### src/logic/tick_gen_pkg.sv
// Constants for the shared timer prescaler and external count front end.
// Assumes a single 20 MHz clock and an AHB-Lite register bus with 32-bit data.
package tick_gen_pkg;
    localparam int unsigned CLK_PERIOD_NS = 50;
    localparam int unsigned PRESC_WIDTH = 10;
    localparam logic [9:0] PRESC_RESET = 10'h000;
    localparam logic [9:0] MASK_DIV8 = 10'h007;
    localparam logic [9:0] MASK_DIV64 = 10'h03F;
    localparam logic [9:0] MASK_DIV256 = 10'h0FF;
    localparam logic [9:0] MASK_DIV1024 = 10'h3FF;
    localparam logic [2:0] SEL_STOP = 3'h0;
    localparam logic [2:0] SEL_CLK = 3'h1;
    localparam logic [2:0] SEL_DIV8 = 3'h2;
    localparam logic [2:0] SEL_DIV64 = 3'h3;
    localparam logic [2:0] SEL_DIV256 = 3'h4;
    localparam logic [2:0] SEL_DIV1024 = 3'h5;
    localparam logic [2:0] SEL_EXT_FALL = 3'h6;
    localparam logic [2:0] SEL_EXT_RISE = 3'h7;
    localparam logic [2:0] SEL_RESET = 3'h0;
    localparam logic [31:0] ADDR_SPECIAL_IO = 32'h0000_0000;
    localparam logic [31:0] ADDR_TIMER0_SELECT = 32'h0000_0004;
    localparam logic [31:0] ADDR_TIMER1_SELECT = 32'h0000_0008;
    localparam logic [31:0] ADDR_STATUS = 32'h0000_000C;
    localparam logic [7:0] SPECIAL_IO_RESET = 8'h00;
    localparam int unsigned RESTART_BIT = 0;
    localparam int unsigned SEL_MSB = 2;
    localparam logic [1:0] HTRANS_NONSEQ = 2'h2;
    localparam logic [1:0] HTRANS_SEQ = 2'h3;
endpackage

### src/logic/timer_prescaler_ext_clock_sync.sv
// Shared prescaler and external count pin front end for two timers, with AHB-Lite registers.
// Assumes hclk is the system I/O clock; the count pins are asynchronous to it.
// Assumes word-sized transfers only; hsize is not checked.
// Notes on behaviour
// Select value 1 gives one timer tick every system clock cycle.
// Four prescaled sources divide the clock by 8, 64, 256 and 1024.
// One free-running prescaler serves both timers, each with its own select.
// First prescaled tick arrives 1 to N+1 cycles after enabling.
// A prescaler restart realigns the period for both timers.
// Each count pin is sampled every cycle, then edge detected.
// Sampling stages capture on the rising clock edge.
// One tick per edge: rising for select 7, falling for select 6.
// Pin edge to counter update takes 2.5 to 3.5 clock cycles; the flop stages here take 2 to 3 cycles.
// Outside logic switches external mode only while the pin is steady.
// External source keeps each half period above one clock cycle.
// External ticks bypass the prescaler entirely.
// Writing one to bit 0 restarts the prescaler; reads return zero.
// Select encoding: stop, clock, four divisors, falling pin, rising pin.
// Pin transitions count even when the pin is used as an output.
// Prescaler is a 10-bit counter; taps strobe when their low bits wrap.
//
// Design decisions made here: the AHB-Lite interface to the registers and the register addresses.
module timer_prescaler_ext_clock_sync
    import tick_gen_pkg::*;
#(
    parameter int unsigned TIMERS = 2
) (
    input wire logic hclk,
    input wire logic hresetn,
    input wire logic clk_en,
    input wire logic hsel,
    input wire logic [31:0] haddr,
    input wire logic [1:0] htrans,
    input wire logic hwrite,
    input wire logic [2:0] hsize,
    input wire logic [31:0] hwdata,
    input wire logic hready,
    output logic [31:0] hrdata,
    output logic hreadyout,
    output logic hresp,
    input wire logic [TIMERS-1:0] ext_count_pin,
    output logic [TIMERS-1:0] timer_tick
);

    typedef enum logic [1:0] {
        BUS_IDLE = 2'b01,
        BUS_DATA = 2'b10
    } bus_state_t;

    bus_state_t bus_state_r;
    logic [PRESC_WIDTH-1:0] presc_r;
    logic [2:0] sel_r [TIMERS];
    logic [7:0] special_io_r;
    logic [TIMERS-1:0] pin_meta_r;
    logic [TIMERS-1:0] pin_sync_r;
    logic [TIMERS-1:0] pin_prev_r;
    logic [TIMERS-1:0] tick_r;
    logic [31:0] addr_r;
    logic write_r;
    logic [31:0] hrdata_r;

    // Each tap strobes when the counter's low bits are all ones, so the tap wraps next cycle.
    function automatic logic tap_hit(input logic [PRESC_WIDTH-1:0] cnt, input logic [PRESC_WIDTH-1:0] mask);
        tap_hit = (cnt & mask) == mask;
    endfunction

    function automatic logic tick_of(
        input logic [2:0] sel,
        input logic [3:0] taps,
        input logic rise,
        input logic fall
    );
        logic t;
        t = 1'b0;
        case (sel)
            SEL_CLK: t = 1'b1;
            SEL_DIV8: t = taps[0];
            SEL_DIV64: t = taps[1];
            SEL_DIV256: t = taps[2];
            SEL_DIV1024: t = taps[3];
            SEL_EXT_FALL: t = fall;
            SEL_EXT_RISE: t = rise;
            default: t = 1'b0;
        endcase
        tick_of = t;
    endfunction

    // Bit positions of the one-hot register decode.
    localparam int unsigned HIT_SPECIAL = 0;
    localparam int unsigned HIT_SEL0 = 1;
    localparam int unsigned HIT_SEL1 = 2;
    localparam int unsigned HIT_STATUS = 3;

    // The same decode serves the address phase (reads) and the data phase (writes).
    function automatic logic [3:0] reg_hit(input logic [31:0] a);
        logic [3:0] h;
        h = 4'h0;
        if (a == ADDR_SPECIAL_IO) begin
            h[HIT_SPECIAL] = 1'b1;
        end else if (a == ADDR_TIMER0_SELECT) begin
            h[HIT_SEL0] = 1'b1;
        end else if (a == ADDR_TIMER1_SELECT) begin
            h[HIT_SEL1] = 1'b1;
        end else if (a == ADDR_STATUS) begin
            h[HIT_STATUS] = 1'b1;
        end else begin
            h = 4'h0;
        end
        reg_hit = h;
    endfunction

    // Unmapped addresses read as zero; narrow fields sit in the low bits.
    function automatic logic [31:0] read_word(
        input logic [3:0] hit,
        input logic [7:0] special,
        input logic [2:0] sel0,
        input logic [2:0] sel1,
        input logic [PRESC_WIDTH-1:0] cnt
    );
        logic [31:0] w;
        w = 32'h0000_0000;
        if (hit[HIT_SPECIAL]) begin
            w = {24'h00_0000, special};
        end else if (hit[HIT_SEL0]) begin
            w = {29'h0000_0000, sel0};
        end else if (hit[HIT_SEL1]) begin
            w = {29'h0000_0000, sel1};
        end else if (hit[HIT_STATUS]) begin
            w = {{(32 - PRESC_WIDTH){1'b0}}, cnt};
        end else begin
            w = 32'h0000_0000;
        end
        read_word = w;
    endfunction

    wire logic take = hsel && hready && (htrans == HTRANS_NONSEQ || htrans == HTRANS_SEQ);
    wire logic [3:0] addr_hit = reg_hit(haddr);
    wire logic [3:0] data_hit = reg_hit(addr_r);
    wire logic in_data = (bus_state_r == BUS_DATA);
    wire logic wr_data = in_data && write_r;

    wire logic wr_special = wr_data && data_hit[HIT_SPECIAL];
    wire logic wr_sel0 = wr_data && data_hit[HIT_SEL0];
    wire logic wr_sel1 = wr_data && data_hit[HIT_SEL1];
    wire logic restart = wr_special && hwdata[RESTART_BIT];

    // Tap strobes last one cycle, once per wrap of the tap's low bits.
    wire logic tap8 = tap_hit(presc_r, MASK_DIV8);
    wire logic tap64 = tap_hit(presc_r, MASK_DIV64);
    wire logic tap256 = tap_hit(presc_r, MASK_DIV256);
    wire logic tap1024 = tap_hit(presc_r, MASK_DIV1024);
    wire logic [3:0] taps = {tap1024, tap256, tap64, tap8};

    // Next values of the tick, prescaler, select, special and bus registers, each worked out in one place.
    logic [TIMERS-1:0] rise;
    logic [TIMERS-1:0] fall;
    logic [TIMERS-1:0] tick_nxt;
    logic [PRESC_WIDTH-1:0] presc_nxt;
    logic [2:0] sel_nxt [TIMERS];
    logic [7:0] special_nxt;
    bus_state_t bus_state_nxt;
    logic [31:0] addr_nxt;
    logic write_nxt;

    // Edges are judged on the second sampling stage, never on the first.
    always_comb begin
        rise = '0;
        fall = '0;
        for (int i = 0; i < TIMERS; i++) begin
            rise[i] = pin_sync_r[i] && !pin_prev_r[i];
            fall[i] = !pin_sync_r[i] && pin_prev_r[i];
        end
    end

    // External ticks come straight from the edge detector, never through a tap.
    always_comb begin
        tick_nxt = '0;
        for (int i = 0; i < TIMERS; i++) begin
            tick_nxt[i] = tick_of(sel_r[i], taps, rise[i], fall[i]);
        end
    end

    // Restart wins over counting when both fall in one cycle.
    always_comb begin
        presc_nxt = presc_r + 10'h001;
        if (restart) begin
            presc_nxt = PRESC_RESET;
        end
    end

    // Reads use these values, so a read right behind a write sees the new value.
    always_comb begin
        for (int i = 0; i < TIMERS; i++) begin
            sel_nxt[i] = sel_r[i];
        end
        special_nxt = special_io_r;
        if (wr_sel0) begin
            sel_nxt[0] = hwdata[SEL_MSB:0];
        end else if (wr_sel1) begin
            sel_nxt[TIMERS-1] = hwdata[SEL_MSB:0];
        end else if (wr_special) begin
            special_nxt = hwdata[7:0] & ~(8'h01 << RESTART_BIT);
        end
    end

    // The restart bit never holds, so it always reads as zero.
    wire logic [7:0] special_rd = special_nxt & ~(8'h01 << RESTART_BIT);
    wire logic [31:0] hrdata_nxt = read_word(addr_hit, special_rd, sel_nxt[0], sel_nxt[TIMERS-1], presc_nxt);

    // Back-to-back transfers keep the machine in the data state.
    always_comb begin
        bus_state_nxt = bus_state_r;
        addr_nxt = addr_r;
        write_nxt = write_r;
        case (bus_state_r)
            BUS_IDLE: begin
                if (take) begin
                    bus_state_nxt = BUS_DATA;
                    addr_nxt = haddr;
                    write_nxt = hwrite;
                end
            end
            BUS_DATA: begin
                if (take) begin
                    addr_nxt = haddr;
                    write_nxt = hwrite;
                end else begin
                    bus_state_nxt = BUS_IDLE;
                    write_nxt = 1'b0;
                end
            end
            default: begin
                bus_state_nxt = BUS_IDLE;
            end
        endcase
    end

    // The prescaler never looks at either select; it runs whatever the timers do.
    always_ff @(posedge hclk or negedge hresetn) begin
        if (!hresetn) begin
            presc_r <= PRESC_RESET;
        end else if (clk_en) begin
            presc_r <= presc_nxt;
        end
    end

    // The first stage is a flop, not a high-transparent latch: same one cycle of
    // uncertainty, but it keeps the design latch-free for timing analysis.
    always_ff @(posedge hclk or negedge hresetn) begin
        if (!hresetn) begin
            pin_meta_r <= '0;
        end else if (clk_en) begin
            pin_meta_r <= ext_count_pin;
        end
    end

    // Only the second stage reads the first, as the pins are asynchronous to hclk.
    always_ff @(posedge hclk or negedge hresetn) begin
        if (!hresetn) begin
            pin_sync_r <= '0;
        end else if (clk_en) begin
            pin_sync_r <= pin_meta_r;
        end
    end

    always_ff @(posedge hclk or negedge hresetn) begin
        if (!hresetn) begin
            pin_prev_r <= '0;
        end else if (clk_en) begin
            pin_prev_r <= pin_sync_r;
        end
    end

    // The registered tick keeps the output a flop; it is the last cycle of the pin latency.
    always_ff @(posedge hclk or negedge hresetn) begin
        if (!hresetn) begin
            tick_r <= '0;
        end else if (clk_en) begin
            tick_r <= tick_nxt;
        end
    end

    // Timer 1's select sits in the last slot of the array.
    always_ff @(posedge hclk or negedge hresetn) begin
        if (!hresetn) begin
            for (int i = 0; i < TIMERS; i++) begin
                sel_r[i] <= SEL_RESET;
            end
        end else if (clk_en) begin
            for (int i = 0; i < TIMERS; i++) begin
                sel_r[i] <= sel_nxt[i];
            end
        end
    end

    // Other fields of the special register are plain storage.
    always_ff @(posedge hclk or negedge hresetn) begin
        if (!hresetn) begin
            special_io_r <= SPECIAL_IO_RESET;
        end else if (clk_en) begin
            special_io_r <= special_nxt;
        end
    end

    // A frozen clock enable freezes the bus as well.
    always_ff @(posedge hclk or negedge hresetn) begin
        if (!hresetn) begin
            bus_state_r <= BUS_IDLE;
            addr_r <= 32'h0000_0000;
            write_r <= 1'b0;
        end else if (clk_en) begin
            bus_state_r <= bus_state_nxt;
            addr_r <= addr_nxt;
            write_r <= write_nxt;
        end
    end

    // Read data is registered at the address phase so hrdata is a flop output.
    always_ff @(posedge hclk or negedge hresetn) begin
        if (!hresetn) begin
            hrdata_r <= 32'h0000_0000;
        end else if (clk_en && take && !hwrite) begin
            hrdata_r <= hrdata_nxt;
        end
    end

    // Every transfer completes at once with an OKAY answer, so there is no wait state logic.
    always_ff @(posedge hclk or negedge hresetn) begin
        if (!hresetn) begin
            hreadyout <= 1'b1;
        end else begin
            hreadyout <= 1'b1;
        end
    end

    always_ff @(posedge hclk or negedge hresetn) begin
        if (!hresetn) begin
            hresp <= 1'b0;
        end else begin
            hresp <= 1'b0;
        end
    end

    assign hrdata = hrdata_r;
    assign timer_tick = tick_r;

endmodule
### config.mk
export PLATFORM = sky130hd
export DESIGN_NAME = timer_prescaler_ext_clock_sync
export DESIGN_NICKNAME = d
export VERILOG_FILES = /design/src/logic/tick_gen_pkg.sv /design/src/logic/timer_prescaler_ext_clock_sync.sv
export SDC_FILE = /design/constraint.sdc
export NUM_CORES = 1
export LEC_CHECK = 0
export ABC_AREA = 1
export BUFFER_PORTS_ARGS = -buffer_cell sky130_fd_sc_hd__buf_2
export CAP_MARGIN = 15
export CORE_MARGIN = 2
export CORE_UTILIZATION = 31
export DETAILED_ROUTE_END_ITERATION = 6
export GPL_TIMING_DRIVEN = 0
export PLACE_DENSITY_LB_ADDON = 0.08
export SYNTH_ARGS = -nofsm -noshare
export SYNTH_HDL_FRONTEND = slang
export SYNTH_SLANG_ARGS = --single-unit
### constraint.sdc
create_clock -name hclk -period 2.2 [get_ports hclk]
set_input_delay 0.11 -clock hclk [delete_from_list [all_inputs] [get_ports hclk]]
set_output_delay 0.11 -clock hclk [all_outputs]
set_load 0.005 [all_outputs]
* Word level (Yosys, flattened, before mapping)
Cells that the tools add are included.
** Cells by class
- Add/subtract/negate cells :: 1
- Equal/unequal tests :: 29
- Multiplexer cells :: 31
- Reduce and logical (&&, ||, !) cells :: 26
** Operators with widths (number)
- == test 32 x 4 -> 1 bit (second input constant) :: 3
- == test 32 x 3 -> 1 bit (second input constant) :: 2
- logical NOT 32 bit :: 2
- two-way mux 10 bit :: 5
- == test 3 bit (second input constant) :: 9
- two-way mux 8 bit :: 3
- one-hot mux 1 bit (7 select lines) :: 2
- logical AND 1 bit :: 13
- == test 3 x 2 -> 1 bit (second input constant) :: 4
- two-way mux 3 bit :: 4
- two-way mux 1 bit :: 11
- adder 10 x 1 -> 10 bit (second input constant) :: 1
- == test 10 bit (second input constant) :: 1
- AND reduction 3 bit :: 3
- == test 8 bit (second input constant) :: 1
- two-way mux 2 bit :: 4
- == test 2 bit (second input constant) :: 3
- == test 3 x 1 -> 1 bit (second input constant) :: 2
- == test 6 bit (second input constant) :: 1
- logical NOT 1 bit :: 5
- != test 2 bit (second input constant) :: 2
- one-hot mux 2 bit (2 select lines) :: 1
- == test 2 x 1 -> 1 bit (second input constant) :: 1
- one-hot mux 1 bit (2 select lines) :: 1
- other kinds (3) :: 3
** Storage, ports and cells
- Register bits :: 98
- Input bits :: 77
- Output and inout port bits :: 36
- Word-level logic and storage cells :: 99

* Logic depth before layout (Yosys ltp)
- Word-level depth :: 10
- Mapped depth :: 13
- Gate-level depth less buffers :: 13

* Worst setup path before layout
Ideal clock, no wire load.
- Path kind :: register to register
- From :: register bus_state_r[0]
- To :: register addr_r[28]
- Library setup time :: 0.125 ns
- Arrival :: 1.568 ns
- Required time :: 2.075 ns
- Path slack :: 0.507 ns
- Stages on the path, launching flop included :: 6
- Buffers on the path :: 1
- Period minus slack after synthesis :: 1.693 ns
- Cell sequence :: dfstp_2 -> inv_1 -> ha_1 -> nor2_1 -> buf_2 -> mux2_2
** Between the ends
- Longest elaborated chain between the ends :: 3
- Elaborated cells between the ends (all ways) :: 4
- Those cells by class :: 2 x eq/ne; 2 x reduce/logical
** Ends and longest elaborated chain
- start: declaration :: line timer_prescaler_ext_clock_sync.sv:50 : bus_state_t bus_state_r;
- start signal: assignment :: line timer_prescaler_ext_clock_sync.sv:312 : bus_state_r <= bus_state_nxt;
- == test 2 bit or == test 2 x 1 -> 1 bit (tied branches) :: line timer_prescaler_ext_clock_sync.sv:215 : case (bus_state_r)
- OR reduction 2 bit (no source line) (*)
- AND reduction 3 bit (no source line) (*)
- end signal: assignment :: line timer_prescaler_ext_clock_sync.sv:313 : addr_r <= addr_nxt;
- end: declaration :: line timer_prescaler_ext_clock_sync.sv:58 : logic [31:0] addr_r;
Every way passes the cells marked *; elsewhere a longest branch is shown, timed or not.
A chain may end at the register's enable or synchronous reset.

* Final worst setup path
- From :: register bus_state_r[0]
- To :: register hrdata_r[4], in the netlist hrdata[4]
** Between the ends
- Longest elaborated chain between the ends :: 9
- Elaborated cells between the ends (all ways) :: 14
- Those cells by class :: 1 x eq/ne; 8 x mux; 5 x reduce/logical
** Ends and longest elaborated chain
- == test 2 bit (*) :: line timer_prescaler_ext_clock_sync.sv:139 : wire logic in_data = (bus_state_r == BUS_DATA);
- logical AND 1 bit (*) :: line timer_prescaler_ext_clock_sync.sv:140 : wire logic wr_data = in_data && write_r;
- logical AND 1 bit :: line timer_prescaler_ext_clock_sync.sv:142 : wire logic wr_special = wr_data && data_hit[HIT_SPECIAL];
- logical AND 1 bit :: line timer_prescaler_ext_clock_sync.sv:145 : wire logic restart = wr_special && hwdata[RESTART_BIT];
- two-way mux 10 bit :: line timer_prescaler_ext_clock_sync.sv:186 : if (restart) begin
- two-way mux 10 bit :: line timer_prescaler_ext_clock_sync.sv:128 : end else if (hit[HIT_STATUS]) begin
- two-way mux 10 bit :: line timer_prescaler_ext_clock_sync.sv:126 : end else if (hit[HIT_SEL1]) begin
- two-way mux 10 bit :: line timer_prescaler_ext_clock_sync.sv:124 : end else if (hit[HIT_SEL0]) begin
- two-way mux 10 bit (*) :: line timer_prescaler_ext_clock_sync.sv:122 : if (hit[HIT_SPECIAL]) begin
- end signal: assignment :: line timer_prescaler_ext_clock_sync.sv:323 : hrdata_r <= hrdata_nxt;
- end: declaration :: line timer_prescaler_ext_clock_sync.sv:60 : logic [31:0] hrdata_r;
Marks and branches as above.

==> results.tsv <==
metric	value	unit
status	finished clean	
simple-gate share of the synthesized area	0.302	
full die area	14800	sq um
Hold WS	0.00705	ns
Post-CTS Resized	0	
startpoint type of the worst setup path	flip-flop	
Slowest-stage cell, CP	dfstp_2	
post-synth top area cell	dfrtp_1	
WS Path Type	reg -> reg	
Final ANT Viol Nets	0	
post-synthesis instance total	543	
Total GRT Usage	0.156	
PortBufs	60	
post-route cell area	5390	sq um
Fin. Hold Viols	0	
Die Y-Extent	122	um
post-place setup slack	0.204	ns
Slew @ Worst Pin	0.619	ns
async set-reset flop share out of synthesis	1.00	
CP max FO	10	
min cycle time layout	2.00	ns
Worst VDD drop	0.488	mV
final std cells w/o fill	832	
Critical Path Start	bus_state_r[0]	
Area growth syn-to-layout	25.7	%
maximum clock insertion buffer count	2	
Post-Place Cells	802	
CP endpoint kind	flip-flop	
CTS root buf	clkbuf_16	
fraction of the yosys area taken by sequential cells	0.444	
sequential standard cell area	1900	sq um
syn avg cell area	7.89	sq um
drt drc	0	
insertion delay to the later sink of the worst-skew pair	0.35	ns
YS warnings	0	
n_diodes	0	
total gr overflow	0	
largest family of logic cells by synthesized area	simple AND/OR/NAND/NOR gates	
share of cells above drive strength 1	0.229	
number of global-route vias before repair	3648	
initial core utilization	0.321	
worst rel slew slack	0.587	
synthesized flop and latch total	76	
Worst EP arrival	2.28	ns
Synth Area in Adders	0.0117	
setup TNS	0	ns
area share of the largest cell type after synthesis	0.438	
Post-Route WL	10900	um
period utilisation layout	0.911	
Worst-path clk slew	0.06	ns
Num CTS Buffers	9	
Leakage	2.75	nW
pwr dens	889	nW/um^2
FP Rows	42	
# IOs	113	
Nets	732	
first-pass GRT wire length	17500	um
post-layout util	0.404	
XOR/XNOR Fraction of Synth Area	0.00204	
1st-pass router iterations	4	
dpl hpwl	8360	um
Placed Area	4920	sq um
Final Skew	0.00792	ns
Top FF cell, synth	dfrtp_1	
Overall Power	4.79	mW
gpl congestion	0.792	
Crit Reg-Reg Startpoint	bus_state_r[0]	
RSZ-0062 raised after global routing	false	
Critical Path RT	2.48	ns
FF-to-FF setup slack	0.20	ns
Iter 0 DRT Violations	156	
Worst Slack Setup Final	0.196	ns
Crit path largest cell delay	0.53	ns
initial antenna violation count	0	
crit-path cells	inv_1 -> ha_1 -> nand2_1 -> clkinv_1 -> nand3_4 -> buf_6 -> nand4_1 -> nand3_1	
Die X	122	um
Post-CTS Setup Repair Bufs	0	
mux cell area share after synthesis	0.0315	
min-delay src	haddr[20]	
number of H-tree levels	3	
Post-synth EDFFs	0	
via count	3732	
TritonCTS clock tree	built	
Core Region	13300	sq um
Synth cell types	42	
pin count of the biggest net entering global routing	53	
Final Max Tran Viols	0	
area of the multi-input gates	1980	sq um
Compound-Gate Fraction of Synth Area	0.0943	
# Max-Cap Violations	0	
Worst Hold Class	in -> reg	
vias per cell	4.49	
top area cells in the synthesized netlist	dfrtp_1 (44%), nand2_1 (12%), nand3_1 (5.5%)	
Final setup viols	0	
WL per Instance	13.1	um
Fillers	1415	
fmax	499	MHz
Clock Sinks	76	
Cell Area, Synth	4290	sq um
## cells in the final DEF (no fill, tap or decap), drive strengths merged
cell,count
a21oi,17
a31oi,3
and2,1
and3,1
buf,95
bufinv,2
clkbuf,14
clkinv,3
clkinvlp,3
conb,24
dfrtp,75
dfstp,1
dlygate4sd3,14
ha,4
inv,58
mux2,12
nand2,137
nand3,51
nand3b,3
nand4,10
nor2,66
nor3,5
nor4,1
o211ai,6
o21ai,43
o21bai,2
or2,4
xor2,1
## state kept, by name, indices dropped and copies added, names as in the netlist, 6 cells and up
register / cells
addr_r: 32
hrdata: 10
presc_r: 10
sel_r: 6
special_io_r: 7
## critical path, delay by kind of cell (launching register included)
kind | cells | cell delay, ns
simple gates | 4 | 0.66
flops | 1 | 0.53
buf+inv | 3 | 0.50
fa+ha+maj | 1 | 0.23
## where the power goes
part	total, mW	internal [mW]	switching [mW]	leakage (nW)
Combinational	1.11	0.483	0.629	1.64
Clock	1.62	1.02	0.595	0.151
Sequential	2.06	1.81	0.245	0.954
Total	4.79	3.32	1.47	2.75
## cell families after synthesis
kind of cell / Yosys count
AO/OA/AOI/OAI: 71
buffers and inverters: 98
XOR/XNOR: 1
other: 2
AND/OR/NAND/NOR: 279
adder cells (fa/ha/maj): 4
flip-flops: 76
multiplexers: 12
## routing by layer
metal	global-route usage	vias up	wire (um)	share of wire
li1	-	1917	-	-
met1	0.179	1729	4600	0.42
met2	0.279	74	5580	0.51
met3	0.0407	12	503	0.046
met4	0.0568	0	181	0.017
met5	0	-	0	0
## area by class of cell
type | count | area share
clock inverters | 6 | 0.0163
multi-input cells | 391 | 0.368
flip-flops and latches | 76 | 0.353
inverters | 60 | 0.0418
well taps | 176 | 0.0409
repair buffers | 75 | 0.0873
plain buffers | 38 | 0.0483
clock buffers | 10 | 0.0444
## final timing paths
check / to / depth (start not counted)
min reg2reg: timer_tick[0] / 2
max reg2reg: hrdata[4] / 8
min: addr_r[20] / 2
max in group asynchronous: sel_r[0] / 3
max: hrdata[4] / 8
min in group asynchronous: hrdata[5] / 2
## Yosys cell counts (2+ instances only)
library cell / n
nand2_1: 133
dfrtp_1: 75
nor2_1: 59
inv_1: 56
nand3_1: 47
o21ai_0: 28
buf_4: 26
a21oi_1: 17
o21ai_1: 15
mux2_2: 12
nand4_1: 10
nor2_2: 5
o211ai_2: 5
buf_2: 4
clkbuf_1: 4
ha_1: 4
a31oi_1: 3
nand2_2: 3
nand3b_1: 3
buf_1: 2
buf_6: 2
clkinv_1: 2
conb_1: 2
inv_2: 2
nand3_2: 2
nand3_4: 2
nor3_2: 2
nor3_4: 2
o21bai_1: 2
or2_1: 2
## what timing repair did
action	CTS	global route
hold endpoints to repair	37	0
endpoints found under the setup margin	0	0
hold buffers	14	0
Note: power is estimated with default switching activity, not from simulation.
